<file path="src/opio_pkg.sv">
/*
 * Shared constants and types of the output and I/O port block: register
 * indexes, field positions, reset values, divider and timing figures.
 * Assumes a classic Wishbone master with 32-bit data and byte addresses.
 */
package opio_pkg;

   // ************************************************************
   // Register indexes (byte address is four times the index)
   // ************************************************************
   localparam logic [7:0] OPIO_IDX_OUT_LATCH = 8'h7C; // Output latch bank
   localparam logic [7:0] OPIO_IDX_GRP0_DATA = 8'h7D; // Low group data
   localparam logic [7:0] OPIO_IDX_TMR_DIR = 8'h7E; // Timer bits and low dir
   localparam logic [7:0] OPIO_IDX_TONE = 8'hF6; // Buzzer tone select
   localparam logic [7:0] OPIO_IDX_GRP1_DATA = 8'hFD; // High group data
   localparam logic [7:0] OPIO_IDX_GRP1_DIR = 8'hFE; // High group direction
   localparam int OPIO_IDX_LSB = 2; // Word index starts at byte bit 2

   // ************************************************************
   // Field positions and reset values
   // ************************************************************
   localparam int OPIO_NIB = 4; // Register data width
   localparam int OPIO_BIT_DIR = 0; // Group direction bit
   localparam int OPIO_BIT_STOPWATCH_RUN = 2; // Stopwatch run bit
   localparam int OPIO_BIT_TONE = 3; // Tone select bit
   localparam int OPIO_BIT_BZ = 0; // Buzzer output bit
   localparam int OPIO_BIT_DIVIDED_CLOCK_OUT = 2; // Clock output bit
   localparam int OPIO_BIT_BZINV = 3; // Inverted buzzer bit
   localparam logic [3:0] OPIO_NIB_RST = 4'h0; // Reset of every nibble
   localparam logic OPIO_BIT_RST = 1'h0; // Reset of single bits

   // ************************************************************
   // Timing: bus clock and oscillator, divider taps
   // ************************************************************
   localparam int OPIO_CLK_HZ = 40_000_000; // Bus clock rate
   localparam int OPIO_OSC_HZ = 32_768; // Nominal oscillator rate
   localparam int OPIO_OSC_HALF_CYC = OPIO_CLK_HZ / (2 * OPIO_OSC_HZ);
   localparam int OPIO_DIV_W = 8; // Divider stages, fosc/1 to fosc/128
   localparam int OPIO_TAP_4K = 3; // fosc/8
   localparam int OPIO_TAP_2K = 4; // fosc/16
   localparam int OPIO_SYNC_W = 3; // Pin synchroniser depth

   // ************************************************************
   // Types
   // ************************************************************
   typedef struct packed {
      logic cyc; // Bus cycle
      logic stb; // Strobe
      logic we; // Write enable
      logic [9:0] adr; // Byte address
      logic [3:0] sel; // Byte selects
      logic [31:0] dat; // Write data
   } opio_wb_req_type;

   typedef enum logic [0:0] {
      OPIO_BUS_IDLE = 1'b0, // Waiting for a request
      OPIO_BUS_ACK = 1'b1 // Answer given this cycle
   } opio_bus_state_type;

endpackage

</file>
<file path="src/opio_divider.sv">
/*
 * Oscillator model and binary divider. Produces fosc and its seven
 * power-of-two divisions from the bus clock.
 * Assumes the bus clock is far faster than the oscillator rate.
 */
`timescale 1ns/1ps
module opio_divider
   import opio_pkg::*;
#(
   parameter int HALF_CYC = OPIO_OSC_HALF_CYC // Bus cycles per half fosc
) (
   input wire logic clock,
   input wire logic arst_n,
   output logic [OPIO_DIV_W-1:0] taps // Bit n carries fosc/2^n
);

   // ************************************************************
   // Prescaler and divider chain
   // ************************************************************
   localparam int PW = $clog2(HALF_CYC + 1);
   localparam logic [PW-1:0] PRE_LAST = PW'(HALF_CYC - 1);

   logic [PW-1:0] pre_reg; // Half period counter
   logic [OPIO_DIV_W-1:0] div_reg; // Half period count

   // Counts bus cycles, advances divider once per fosc half period
   always_ff @(posedge clock or negedge arst_n) begin
      if (!arst_n) begin
         pre_reg <= '0;
         div_reg <= '0;
      end else if (pre_reg == PRE_LAST) begin
         pre_reg <= '0;
         div_reg <= div_reg + 1'b1;
      end else begin
         pre_reg <= pre_reg + 1'b1;
      end
   end

   assign taps = div_reg;

endmodule // opio_divider

</file>
<file path="src/opio_top.sv">
/*
 * Output port and two bidirectional port groups with Wishbone registers,
 * buzzer and divided clock generation.
 * Assumes a classic Wishbone master and pads that resolve each pin from
 * its output and enable; pin inputs are asynchronous.
 */
`timescale 1ns/1ps

// How it works
// - Per output bit push-pull or open-drain driver
// - DC output drives stored bit, reads back
// - Reset clears all four output bits
// - Only bits 0, 2, 3 may be special
// - Bit zero one gives buzzer, zero low
// - Bit three gives inverted buzzer wave
// - Own control: bit three gates inverted wave
// - Shared control: bit zero gates both waves
// - Inverted buzzer needs bit zero buzzer
// - Tone bit one 2 kHz, zero 4 kHz
// - Tone register low bits read zero
// - Clock output one of eight divisions
// - Bit two one gives clock, zero low
// - Direction zero puts group in high impedance
// - Direction one drives the stored data
// - Pull-down only while reading input group
// - Reset puts both groups in input
// - Low group direction at bit zero
// - Reset clears both group output latches
// - Oscillator nominally 32.768 kHz
// - Data writes land in input mode too
module opio_top
   import opio_pkg::*;
#(
   parameter logic [3:0] OUT_OD = 4'h0, // Open-drain per output bit
   parameter logic [7:0] IO_OD = 8'h00, // Open-drain per I/O bit
   parameter bit SEL_BZ = 1'b0, // Bit zero is buzzer output
   parameter bit SEL_DIVIDED_CLOCK_OUT = 1'b0, // Bit two is clock output
   parameter bit SEL_BZINV = 1'b0, // Bit three is inverted buzzer
   parameter bit BZINV_BY_BIT0 = 1'b0, // Bit zero gates inverted buzzer
   parameter int DIVIDED_CLOCK_OUT_DIV_LOG2 = 0, // Clock output is fosc/2^n, 0..7
   parameter int HALF_CYC = OPIO_OSC_HALF_CYC // Bus cycles per half fosc
) (
   input wire logic clock,
   input wire logic arst_n,
   input wire opio_wb_req_type wb_req,
   output logic wb_ack_o,
   output logic [31:0] wb_dat_o,
   output logic [3:0] out_pin_o,
   output logic [3:0] out_pin_oe,
   input wire logic [7:0] io_pin_i,
   output logic [7:0] io_pin_o,
   output logic [7:0] io_pin_oe,
   output logic [1:0] io_pulldown_o
);

   // ************************************************************
   // Build-time checks and effective options
   // ************************************************************
   localparam bit BZINV_ON = SEL_BZINV && SEL_BZ;
   generate
      if (SEL_BZINV && !SEL_BZ) begin : g_bad_cfg
         $error("Inverted buzzer needs bit zero as buzzer");
      end
      if (DIVIDED_CLOCK_OUT_DIV_LOG2 < 0 || DIVIDED_CLOCK_OUT_DIV_LOG2 >= OPIO_DIV_W) begin : g_bad_div
         $error("Clock output division out of range");
      end
   endgenerate

   // ************************************************************
   // Registers
   // ************************************************************
   logic [3:0] out_latch_reg; // Output latch bank
   logic [3:0] grp0_data_reg; // Low group latch
   logic [3:0] grp1_data_reg; // High group latch
   logic dir_low_reg; // Low group direction
   logic dir_high_reg; // High group direction
   logic stopwatch_run_reg; // Stopwatch run bit
   logic tone_reg; // Buzzer tone select
   opio_bus_state_type bus_reg; // Bus answer state
   logic wb_ack_reg; // Acknowledge
   logic [31:0] wb_dat_reg; // Read data
   logic [3:0] out_o_reg; // Output pin levels
   logic [3:0] out_oe_reg; // Output pin enables
   logic [7:0] io_o_reg; // I/O pin levels
   logic [7:0] io_oe_reg; // I/O pin enables
   logic [1:0] pd_reg; // Pull-down enables
   logic [7:0] s1_reg; // Synchroniser stage one
   logic [7:0] s2_reg; // Synchroniser stage two
   logic [7:0] s3_reg; // Synchroniser stage three
   logic [7:0] io_in_reg; // Accepted pin levels
   logic bz_gate_reg; // Buzzer gate
   logic bzinv_gate_reg; // Inverted buzzer gate
   logic divided_clock_out_gate_reg; // Clock output gate

   // ************************************************************
   // Divider and wave selection
   // ************************************************************
   logic [OPIO_DIV_W-1:0] taps; // fosc divisions
   logic bz_wave; // Selected buzzer tone
   logic divided_clock_out_wave; // Selected clock output

   opio_divider #(.HALF_CYC(HALF_CYC)) u_div (
      .clock(clock),
      .arst_n(arst_n),
      .taps(taps)
   );

   // Tone one picks the slower tap
   assign bz_wave = tone_reg ? taps[OPIO_TAP_2K] : taps[OPIO_TAP_4K];
   assign divided_clock_out_wave = taps[DIVIDED_CLOCK_OUT_DIV_LOG2];

   // ************************************************************
   // Bus decode helpers
   // ************************************************************
   logic req; // Live request awaiting answer
   logic wr; // Write taken this cycle
   logic [7:0] idx; // Register index

   assign req = wb_req.cyc && wb_req.stb && (bus_reg == OPIO_BUS_IDLE);
   assign wr = req && wb_req.we && wb_req.sel[0];
   assign idx = wb_req.adr[OPIO_IDX_LSB +: 8];

   // Selects one nibble of the read data
   function automatic logic [3:0] rd_nib(input logic [7:0] i);
      unique case (i)
         OPIO_IDX_OUT_LATCH: rd_nib = out_latch_reg;
         OPIO_IDX_GRP0_DATA: rd_nib = io_in_reg[3:0];
         OPIO_IDX_GRP1_DATA: rd_nib = io_in_reg[7:4];
         OPIO_IDX_TMR_DIR: rd_nib = {1'b0, stopwatch_run_reg, 1'b0, dir_low_reg};
         OPIO_IDX_GRP1_DIR: rd_nib = {3'h0, dir_high_reg};
         OPIO_IDX_TONE: rd_nib = {tone_reg, 3'h0};
         default: rd_nib = OPIO_NIB_RST; // Unmapped reads zero
      endcase
   endfunction

   // Drives a pin: open-drain only pulls high
   function automatic logic [1:0] drive(input logic od, input logic en, input logic v);
      drive = od ? {1'b1, en & v} : {v, en}; // Returns {level, enable}
   endfunction

   // ************************************************************
   // Wishbone slave: answers one cycle after the request
   // ************************************************************
   always_ff @(posedge clock or negedge arst_n) begin
      if (!arst_n) begin
         bus_reg <= OPIO_BUS_IDLE;
         wb_ack_reg <= 1'b0;
         wb_dat_reg <= '0;
      end else begin
         unique case (bus_reg)
            OPIO_BUS_IDLE: begin
               if (req) begin
                  bus_reg <= OPIO_BUS_ACK;
                  wb_ack_reg <= 1'b1;
                  wb_dat_reg <= {28'h0000000, rd_nib(idx)};
               end
            end
            OPIO_BUS_ACK: begin
               bus_reg <= OPIO_BUS_IDLE; // Ack lasts one cycle
               wb_ack_reg <= 1'b0;
            end
         endcase
      end
   end

   // ************************************************************
   // Register writes
   // ************************************************************
   // Output latch bank
   always_ff @(posedge clock or negedge arst_n) begin
      if (!arst_n) begin
         out_latch_reg <= OPIO_NIB_RST;
      end else if (wr && idx == OPIO_IDX_OUT_LATCH) begin
         out_latch_reg <= wb_req.dat[OPIO_NIB-1:0];
      end
   end

   // Group latches, written in either direction
   always_ff @(posedge clock or negedge arst_n) begin
      if (!arst_n) begin
         grp0_data_reg <= OPIO_NIB_RST;
         grp1_data_reg <= OPIO_NIB_RST;
      end else begin
         if (wr && idx == OPIO_IDX_GRP0_DATA) begin
            grp0_data_reg <= wb_req.dat[OPIO_NIB-1:0];
         end
         if (wr && idx == OPIO_IDX_GRP1_DATA) begin
            grp1_data_reg <= wb_req.dat[OPIO_NIB-1:0];
         end
      end
   end

   // Direction bits and stopwatch run bit
   always_ff @(posedge clock or negedge arst_n) begin
      if (!arst_n) begin
         dir_low_reg <= OPIO_BIT_RST;
         dir_high_reg <= OPIO_BIT_RST;
         stopwatch_run_reg <= OPIO_BIT_RST;
      end else begin
         if (wr && idx == OPIO_IDX_TMR_DIR) begin
            dir_low_reg <= wb_req.dat[OPIO_BIT_DIR];
            stopwatch_run_reg <= wb_req.dat[OPIO_BIT_STOPWATCH_RUN];
         end
         if (wr && idx == OPIO_IDX_GRP1_DIR) begin
            dir_high_reg <= wb_req.dat[OPIO_BIT_DIR];
         end
      end
   end

   // Tone select
   always_ff @(posedge clock or negedge arst_n) begin
      if (!arst_n) begin
         tone_reg <= OPIO_BIT_RST;
      end else if (wr && idx == OPIO_IDX_TONE) begin
         tone_reg <= wb_req.dat[OPIO_BIT_TONE];
      end
   end

   // ************************************************************
   // Special output gates, changed only while the buzzer or clock wave is low, so the inverted buzzer gate changes while its own wave is high
   // ************************************************************
   logic bzinv_en; // Inverted buzzer control bit

   assign bzinv_en = BZINV_BY_BIT0 ? out_latch_reg[OPIO_BIT_BZ]
                                   : out_latch_reg[OPIO_BIT_BZINV];

   always_ff @(posedge clock or negedge arst_n) begin
      if (!arst_n) begin
         bz_gate_reg <= 1'b0;
         bzinv_gate_reg <= 1'b0;
         divided_clock_out_gate_reg <= 1'b0;
      end else begin
         if (!bz_wave) begin
            bz_gate_reg <= out_latch_reg[OPIO_BIT_BZ];
            bzinv_gate_reg <= bzinv_en;
         end
         if (!divided_clock_out_wave) begin
            divided_clock_out_gate_reg <= out_latch_reg[OPIO_BIT_DIVIDED_CLOCK_OUT];
         end
      end
   end

   // ************************************************************
   // Output port pins
   // ************************************************************
   logic [3:0] out_val; // Level wanted on each output pin

   always_comb begin
      out_val = out_latch_reg;
      if (SEL_BZ) begin
         out_val[OPIO_BIT_BZ] = bz_gate_reg & bz_wave;
      end
      if (SEL_DIVIDED_CLOCK_OUT) begin
         out_val[OPIO_BIT_DIVIDED_CLOCK_OUT] = divided_clock_out_gate_reg & divided_clock_out_wave;
      end
      if (BZINV_ON) begin
         out_val[OPIO_BIT_BZINV] = bzinv_gate_reg & ~bz_wave;
      end
   end

   // Registered pin drive per output bit
   always_ff @(posedge clock or negedge arst_n) begin
      if (!arst_n) begin
         out_o_reg <= '0;
         out_oe_reg <= '0;
      end else begin
         for (int i = 0; i < OPIO_NIB; i++) begin
            {out_o_reg[i], out_oe_reg[i]} <= drive(OUT_OD[i], 1'b1, out_val[i]);
         end
      end
   end

   // ************************************************************
   // Bidirectional groups
   // ************************************************************
   logic [7:0] io_lat; // Both group latches
   logic [7:0] io_dir; // Direction per pin

   assign io_lat = {grp1_data_reg, grp0_data_reg};
   assign io_dir = {{4{dir_high_reg}}, {4{dir_low_reg}}};

   // Registered pin drive per I/O bit
   always_ff @(posedge clock or negedge arst_n) begin
      if (!arst_n) begin
         io_o_reg <= '0;
         io_oe_reg <= '0;
      end else begin
         for (int i = 0; i < 2 * OPIO_NIB; i++) begin
            {io_o_reg[i], io_oe_reg[i]} <= drive(IO_OD[i], io_dir[i], io_lat[i]);
         end
      end
   end

   // Pull-down while a data read of an input group is pending
   always_ff @(posedge clock or negedge arst_n) begin
      if (!arst_n) begin
         pd_reg <= '0;
      end else begin
         pd_reg[0] <= req && !wb_req.we && idx == OPIO_IDX_GRP0_DATA && !dir_low_reg;
         pd_reg[1] <= req && !wb_req.we && idx == OPIO_IDX_GRP1_DATA && !dir_high_reg;
      end
   end

   // Three-stage synchroniser, change taken when stages two and three agree
   always_ff @(posedge clock or negedge arst_n) begin
      if (!arst_n) begin
         s1_reg <= '0;
         s2_reg <= '0;
         s3_reg <= '0;
         io_in_reg <= '0;
      end else begin
         s1_reg <= io_pin_i;
         s2_reg <= s1_reg;
         s3_reg <= s2_reg;
         for (int i = 0; i < 2 * OPIO_NIB; i++) begin
            if (s2_reg[i] == s3_reg[i]) begin
               io_in_reg[i] <= s3_reg[i];
            end
         end
      end
   end

   // ************************************************************
   // Outputs
   // ************************************************************
   assign wb_ack_o = wb_ack_reg;
   assign wb_dat_o = wb_dat_reg;
   assign out_pin_o = out_o_reg;
   assign out_pin_oe = out_oe_reg;
   assign io_pin_o = io_o_reg;
   assign io_pin_oe = io_oe_reg;
   assign io_pulldown_o = pd_reg;
endmodule // opio_top

</file>
<file path="config.mk">
export PLATFORM = sky130hd
export DESIGN_NAME = opio_top
export DESIGN_NICKNAME = d
export VERILOG_FILES = /design/src/opio_pkg.sv /design/src/opio_divider.sv /design/src/opio_top.sv
export SDC_FILE = /design/constraint.sdc
export NUM_CORES = 1
export LEC_CHECK = 0
export CORE_MARGIN = 3
export CORE_UTILIZATION = 55
export CTS_CLUSTER_DIAMETER = 50
export CTS_CLUSTER_SIZE = 30
export DETAILED_ROUTE_END_ITERATION = 7
export DONT_BUFFER_PORTS = 1
export HOLD_SLACK_MARGIN = 0.05
export PLACE_DENSITY = 0.71
export SYNTH_ARGS = -nofsm -noshare
export SYNTH_HDL_FRONTEND = slang
export SYNTH_SLANG_ARGS = --single-unit
</file>
<file path="constraint.sdc">
create_clock -name clock -period 2.05 [get_ports clock]
set_input_delay 0.3075 -clock clock [delete_from_list [all_inputs] [get_ports clock]]
set_output_delay 0.3075 -clock clock [all_outputs]
set_load 0.05 [all_outputs]
</file>
==> results of run 1 <==
==> routing by layer <==
metal  up-vias  routed length [um]  GRT usage
met5         -                   0          0
met2        82                1910      0.241
met4         0                  86     0.0924
met1       655                1740      0.192
met3         9                 418     0.0757
li1        611                   -          -
==> critical path: stages, from the launching register on <==
cell and delay [ns]:
dfrtp_1 0.39, nand4b_1 0.34, nor2_1 0.27, nand3_1 0.28, mux2_2 0.35
==> layout make-up <==
cell class / instances / area, um^2
inverters: 4 / 15.0
clock inverters: 4 / 20.0
flip-flops and latches: 71 / 1780
well taps: 65 / 81.3
clock buffers: 12 / 155
multi-input cells: 103 / 731
repair buffers: 14 / 150
fillers: 369 / 1630
==> cell usage after synthesis <==
cell and count:
mux2i_1 6, nor4_2 1, o22ai_1 1, nand4b_1 1, nand3b_1 1, a21o_1 1
buf_2 2, o22a_1 1, or3_4 1, inv_1 4, buf_4 37, nor2b_1 1
dfrtp_1 71, o32ai_1 2, nand2b_1 3, nand3_2 1, a21oi_1 1, a22oi_1 1
nor4_1 1, mux2_2 17, nor4_4 1, nand2_1 6, nor3_1 5, conb_1 2
nand3_1 3, a22o_1 4, maj3_1 8, a2111oi_2 1, nor2_1 6
==> metrics by stage <==
stage          setup slack (ns)  hold WS, ns
2_1_floorplan             0.529       0.0119
3_3_place_gp              0.373       0.0137
3_5_place_dp              0.311       0.0138
4_1_cts                   0.285        0.100
5_1_grt                   0.189       0.0909
6_report                  0.301        0.120
==> cells by family (layout without fill, tap and decap cells) <==
logic type               count (synthesis)  count (layout)  synth area share
flip-flops                              71              71             0.656
adder cells (fa/ha/maj)                  8               8            0.0296
AO/OA/AOI/OAI                           12              12            0.0379
AND/OR/NAND/NOR                         31              31            0.0693
other                                    2              29           0.00277
multiplexers                            23              23            0.0928
buffers and inverters                   43              34             0.112
==> worst max-delay path by stage <==
| stage | end |
|---|---|
| after CTS | grp0_data_reg[0] |
| after global placement | grp1_data_reg[1] |
| after detailed placement | grp0_data_reg[0] |
| after global routing | grp0_data_reg[3] |
| after floorplan | dir_high_reg |
| final | grp0_data_reg[0] |
==> power by group through the flow <==
stage                     Sequential (mW)  Combinational (mW)  Clock (mW)
final                                1.49               0.239       0.955
after global routing                 1.49               0.256        1.06
after CTS                            1.49               0.240       0.994
after detailed placement             1.52               0.192           0
after global placement               1.51               0.190           0
after floorplan                      1.51               0.230           0
==> repair_timing <==
item / CTS / global route
gates resized for setup: 0 / 0
endpoints found under the hold margin: 80 / 0
buffers inserted: 0 / 0
endpoints found under the setup margin: 0 / 0
hold buffers: 11 / 0
==> impl_metrics.py, run 1 <==
metrics = {
    "grt": {
        "grt_antenna_before_repair": 0,
        "grt_pass1_vias": 1376,
        "grt_overflow": 0,
        "grt_start_max_net_pins": 72,
        "grt_usage": 0.161,
        "grt_pass1_wl_um": 6990,
    },
    "worst_setup_path": {
        "crit_path_max_fanout": 4,
        "regToRegStartpoint": "bus_reg",
        "timing.rr.end": "grp0_data_reg[0]",
        "end_kind": "flop",
        "reg2reg_setup_slack_ns": 0.30,
        "critPathArrivalTime_ns": 1.97,
        "startpoint_type": "flop",
        "cp.required_ns": 2.27,
        "startpoint": "bus_reg",
        "reg2regPathDepth": 4,
        "crit_type": "flop to flop",
    },
    "detailed_routing": {
        "drt_iter0_markers": 94,
        "num_vias": 1357,
        "first_pass_iters": 4,
        "via_per_inst": 4.97,
        "detail_route.wl_per_cell_um": 15.3,
        "route.detailed.drc": 0,
        "detail-route-antenna-nets": 0,
        "wirelength_um": 4160,
    },
    "timing": {
        "slew_viol_final": 0,
        "finalSetupViolCount": 0,
        "rsz0062_at_grt": "false",
        "min_period_ns": 1.75,
        "fmax_ghz": 0.572,
        "fin_crit_sh": 0.853,
        "finalClockSkew_ns": 0.00400,
        "finalHoldViolations": 0,
        "slew-limit-headroom": 0.635,
        "worst_slew_pin_slew_ns": 0.552,
        "fin_tns_setup_ns": 0,
    },
    "clock_tree": {
        "clock_latency_ns": 0.33,
        "cts_root_buf": "clkbuf_8",
        "clk_pin_slew_ns": 0.07,
        "clockBufferDepth": 2,
        "clock-sinks": 71,
        "htree_levels": 3,
        "cts_tree": "built",
        "cts_buffers": 9,
    },
    "finish": {
        "final_common_cell": "dfrtp_1",
        "diodes": 0,
        "layout_common_cells": "68 x dfrtp_1, 29 x conb_1, 17 x mux2_2, 11 x clkbuf_8, 10 x dlygate4sd3_1",
        "fin_nets": 262,
        "fin_cells": 273,
        "area_growth_pct": 8.27,
        "fin_area_um2": 2930,
        "final_util": 0.643,
        "drive_gt1_frac": 0.212,
    },
    "floorplan": {
        "io_pins": 118,
        "initial_utilization": 0.593,
        "die_x_um": 76.2,
        "die_area_um2": 5800,
        "die_h_um": 76.2,
        "rows": 24,
        "core_um2": 4560,
    },
    "pwr": {
        "total_leakage_power_nw": 1.41,
        "powerDensity_nw_per_um2": 914,
        "p_total_mw": 2.68,
        "sw_frac_of_total": 0.255,
        "seqPwrFrac": 0.555,
        "p_int_mw": 2.00,
        "peakVddDrop_uv": 639,
        "clockPowerShare": 0.356,
        "switching_power_mw": 0.684,
        "combPwrFrac": 0.089,
    },
    "synth": {
        "syn_area_um2": 2710,
        "netlist_instances": 190,
        "synth_top_area_cell": "dfrtp_1",
        "syn_avg_cell_area_um2": 14.3,
        "ys_ff_latch": 71,
        "synth.top_cell.area_share": 0.656,
        "ys_seq_area_frac": 0.656,
        "synth_area_leaders": "dfrtp_1 66%, buf_4 10%, mux2_2 7.1%",
        "ys_types": 29,
        "ys_warn_count": 0,
    },
    "worst_hold_path": {
        "min-delay-start": "wb_req[1]",
        "hold_depth": 1,
        "hp-class": "input port to flop",
        "whs_endpoint": "out_latch_reg[1]",
    },
    "job": {
        "drv.max_cap_violation_count": 0,
    },
    "outcome": {
        "outcome": "finished, final reports clean",
    },
    "placed_design": {
        "placed_cell_area_um2": 2630,
        "port_buffers": 0,
        "dp_hpwl_um": 2940,
        "dp.cells": 246,
        "gp_congestion": 0.795,
    },
}
Note: power is estimated with default switching activity, not from simulation.
==> run 2: changes to the inputs <==
--- a/config.mk
+++ b/config.mk
@@ -6,13 +6,14 @@
 export NUM_CORES = 1
 export LEC_CHECK = 0
 export CORE_MARGIN = 3
-export CORE_UTILIZATION = 55
+export CORE_UTILIZATION = 61
 export CTS_CLUSTER_DIAMETER = 50
 export CTS_CLUSTER_SIZE = 30
 export DETAILED_ROUTE_END_ITERATION = 7
 export DONT_BUFFER_PORTS = 1
 export HOLD_SLACK_MARGIN = 0.05
-export PLACE_DENSITY = 0.71
+export PLACE_DENSITY = 0.78
+export RECOVER_POWER = 100
 export SYNTH_ARGS = -nofsm -noshare
 export SYNTH_HDL_FRONTEND = slang
 export SYNTH_SLANG_ARGS = --single-unit
==> run 2 against run 1 <==
Effect of this change: critical path depth is 1 lower; power is 1.6% higher; largest power group unchanged; global-route usage is 2.8 points higher; register-to-register slack worse by 0.08 ns; clock-buffer cell count is 2 higher; clock skew is 0.0016 ns higher.
==> impl_metrics.py, run 2 (synthesized netlist as in run 1, its figures left out) <==
metrics = {
    "finish": {
        "final_common_cell": "dfrtp_1",
        "area_growth_pct": 6.10,
        "diodes": 0,
        "drive_gt1_frac": 0.194,
        "multi_input_area_um2": 711,
        "seqCellArea_um2": 1780,
        "layout_common_cells": "68 x dfrtp_1, 29 x conb_1, 17 x mux2_2, 13 x clkbuf_8, 10 x dlygate4sd3_1",
        "fin_nets": 262,
        "fill_cells": 288,
    },
    "clock_tree": {
        "htree_levels": 3,
        "cts_buffers": 9,
        "clock_latency_ns": 0.33,
        "clockBufferDepth": 2,
        "post_cts_buffers": 0,
        "cts_root_buf": "clkbuf_8",
        "cts_tree": "built",
        "clk_pin_slew_ns": 0.07,
        "clock-sinks": 71,
    },
    "floorplan": {
        "io_pins": 118,
        "die_h_um": 72.6,
        "initial_utilization": 0.654,
        "core_um2": 4140,
        "rows": 23,
        "die_x_um": 72.6,
        "die_area_um2": 5280,
    },
    "timing": {
        "fmax_ghz": 0.546,
        "min_period_ns": 1.83,
        "finalSetupViolCount": 0,
        "fin_tns_setup_ns": 0,
        "rsz0062_at_grt": "false",
        "fin_crit_sh": 0.893,
        "slew-limit-headroom": 0.281,
        "worst_slew_pin_slew_ns": 1.08,
        "slew_viol_final": 0,
        "finalHoldViolations": 0,
        "finalClockSkew_ns": 0.00563,
    },
    "detailed_routing": {
        "drt_iter0_markers": 129,
        "via_per_inst": 5.53,
        "detail_route.wl_per_cell_um": 17.2,
        "detail-route-antenna-nets": 0,
        "route.detailed.drc": 0,
        "num_vias": 1415,
        "first_pass_iters": 4,
        "wirelength_um": 4410,
    },
    "worst_setup_path": {
        "cpPeakStageDelay_ns": 0.82,
        "startpoint_type": "flop",
        "reg2regPathDepth": 3,
        "crit_buf_inv": 0,
        "crit_slowest_cell": "a2111oi_1",
        "timing.rr.end": "wb_dat_o[3]",
        "end_kind": "flop",
        "critPathArrivalTime_ns": 2.10,
        "reg2reg_setup_slack_ns": 0.22,
        "crit_family": "compound AO/OA/AOI/OAI gates",
        "cp_cell_sequence": "nand4b_1 > a2111oi_1 > a22o_1",
        "regToRegStartpoint": "bus_reg",
        "crit_path_max_fanout": 4,
        "crit_type": "flop to flop",
        "cp.required_ns": 2.32,
    },
    "worst_hold_path": {
        "hold_depth": 2,
        "whs_endpoint": "io_pulldown_o[1]",
        "hp-class": "input port to flop",
        "min-delay-start": "wb_req[45]",
    },
    "grt": {
        "grt_use_met3": 0.0978,
        "grt_antenna_before_repair": 0,
        "grt_pass1_vias": 1442,
        "grt_start_max_net_pins": 72,
        "met2_usage": 0.286,
        "globalRouteMet1Util": 0.224,
        "grt_usage": 0.189,
        "top_usage_layer": "met2",
        "grt_pass1_wl_um": 7110,
        "grt_overflow": 0,
    },
    "pwr": {
        "p_int_mw": 2.05,
        "powerDensity_nw_per_um2": 948,
        "total_leakage_power_nw": 1.39,
        "peakVddDrop_uv": 657,
        "combPwrFrac": 0.085,
        "sw_frac_of_total": 0.246,
        "seqPwrFrac": 0.547,
        "switching_power_mw": 0.669,
        "clockPowerShare": 0.368,
        "p_total_mw": 2.72,
    },
    "outcome": {
        "outcome": "finished, final reports clean",
    },
    "placed_design": {
        "dp_hpwl_um": 3050,
        "port_buffers": 0,
        "gp_congestion": 0.990,
    },
    "job": {
        "drv.max_cap_violation_count": 0,
    },
}
[run 2: changes by cell type in the layout (fill, tap and decap cells not counted), sizes merged]
| cell | before | now |
|---|---|---|
| buf | 4 | 0 |
| clkinv | 4 | 0 |
| clkbuf | 12 | 18 |
[run 2: worst max path at each step]
stage | from | end | slack, ns | cells past startpoint
floorplan | wb_req[44] | dir_high_reg | 0.53 | 4
global route | bus_reg | grp1_data_reg[2] | 0.12 | 3
detailed placement | bus_reg | grp0_data_reg[2] | 0.30 | 4
finish | bus_reg | wb_dat_o[3] | 0.22 | 3
CTS | bus_reg | grp0_data_reg[1] | 0.30 | 4
global placement | bus_reg | grp0_data_reg[3] | 0.38 | 4
[run 2: layout make-up]
| cell class | instances | share of cell area |
|---|---|---|
| Sequential cell | 71 | 0.620 |
| Multi-Input combinational cell | 103 | 0.247 |
| Clock buffer | 14 | 0.0636 |
| Timing Repair Buffer | 14 | 0.0427 |
| Tap cell | 50 | 0.0218 |
| Inverter | 4 | 0.00522 |
[run 2: metal layers]
metal	vias up	routed length, um
met3	13	513
li1	606	-
met2	100	2150
met5	-	0
met1	696	1630
met4	0	121
[run 2: worst register-to-register path, stage by stage (launching register included)]
cell and delay, ns:
dfrtp_1 0.39, nand4b_1 0.31, a2111oi_1 0.82, a22o_1 0.25
[run 2: per-stage QoR]
stage	std cells	cell area (um^2)	hold WS [ns]	utilization	worst slack, ns
2_1_floorplan	217	2810	0.0119	-	0.529
4_1_cts	256	2920	0.102	0.705	0.300
5_1_grt	256	2870	0.0963	0.694	0.124
3_3_place_gp	231	2610	0.0140	0.630	0.379
3_5_place_dp	231	2610	0.0141	0.630	0.295
6_report	256	2870	0.117	0.694	0.219
[run 2: power by group through the flow]
stage	combinational (mW)	clock [mW]	sequential (mW)
2_1_floorplan	0.230	0	1.51
3_3_place_gp	0.190	0	1.51
3_5_place_dp	0.193	0	1.52
4_1_cts	0.242	1.03	1.49
5_1_grt	0.248	1.11	1.49
6_report	0.233	1.00	1.49
[run 2: repair_timing]
item                                    in CTS  in global routing
hold buffers                                11                  0
hold endpoints to repair                    80                  0
endpoints found under the setup margin       0                  0
resized for setup                            0                  0
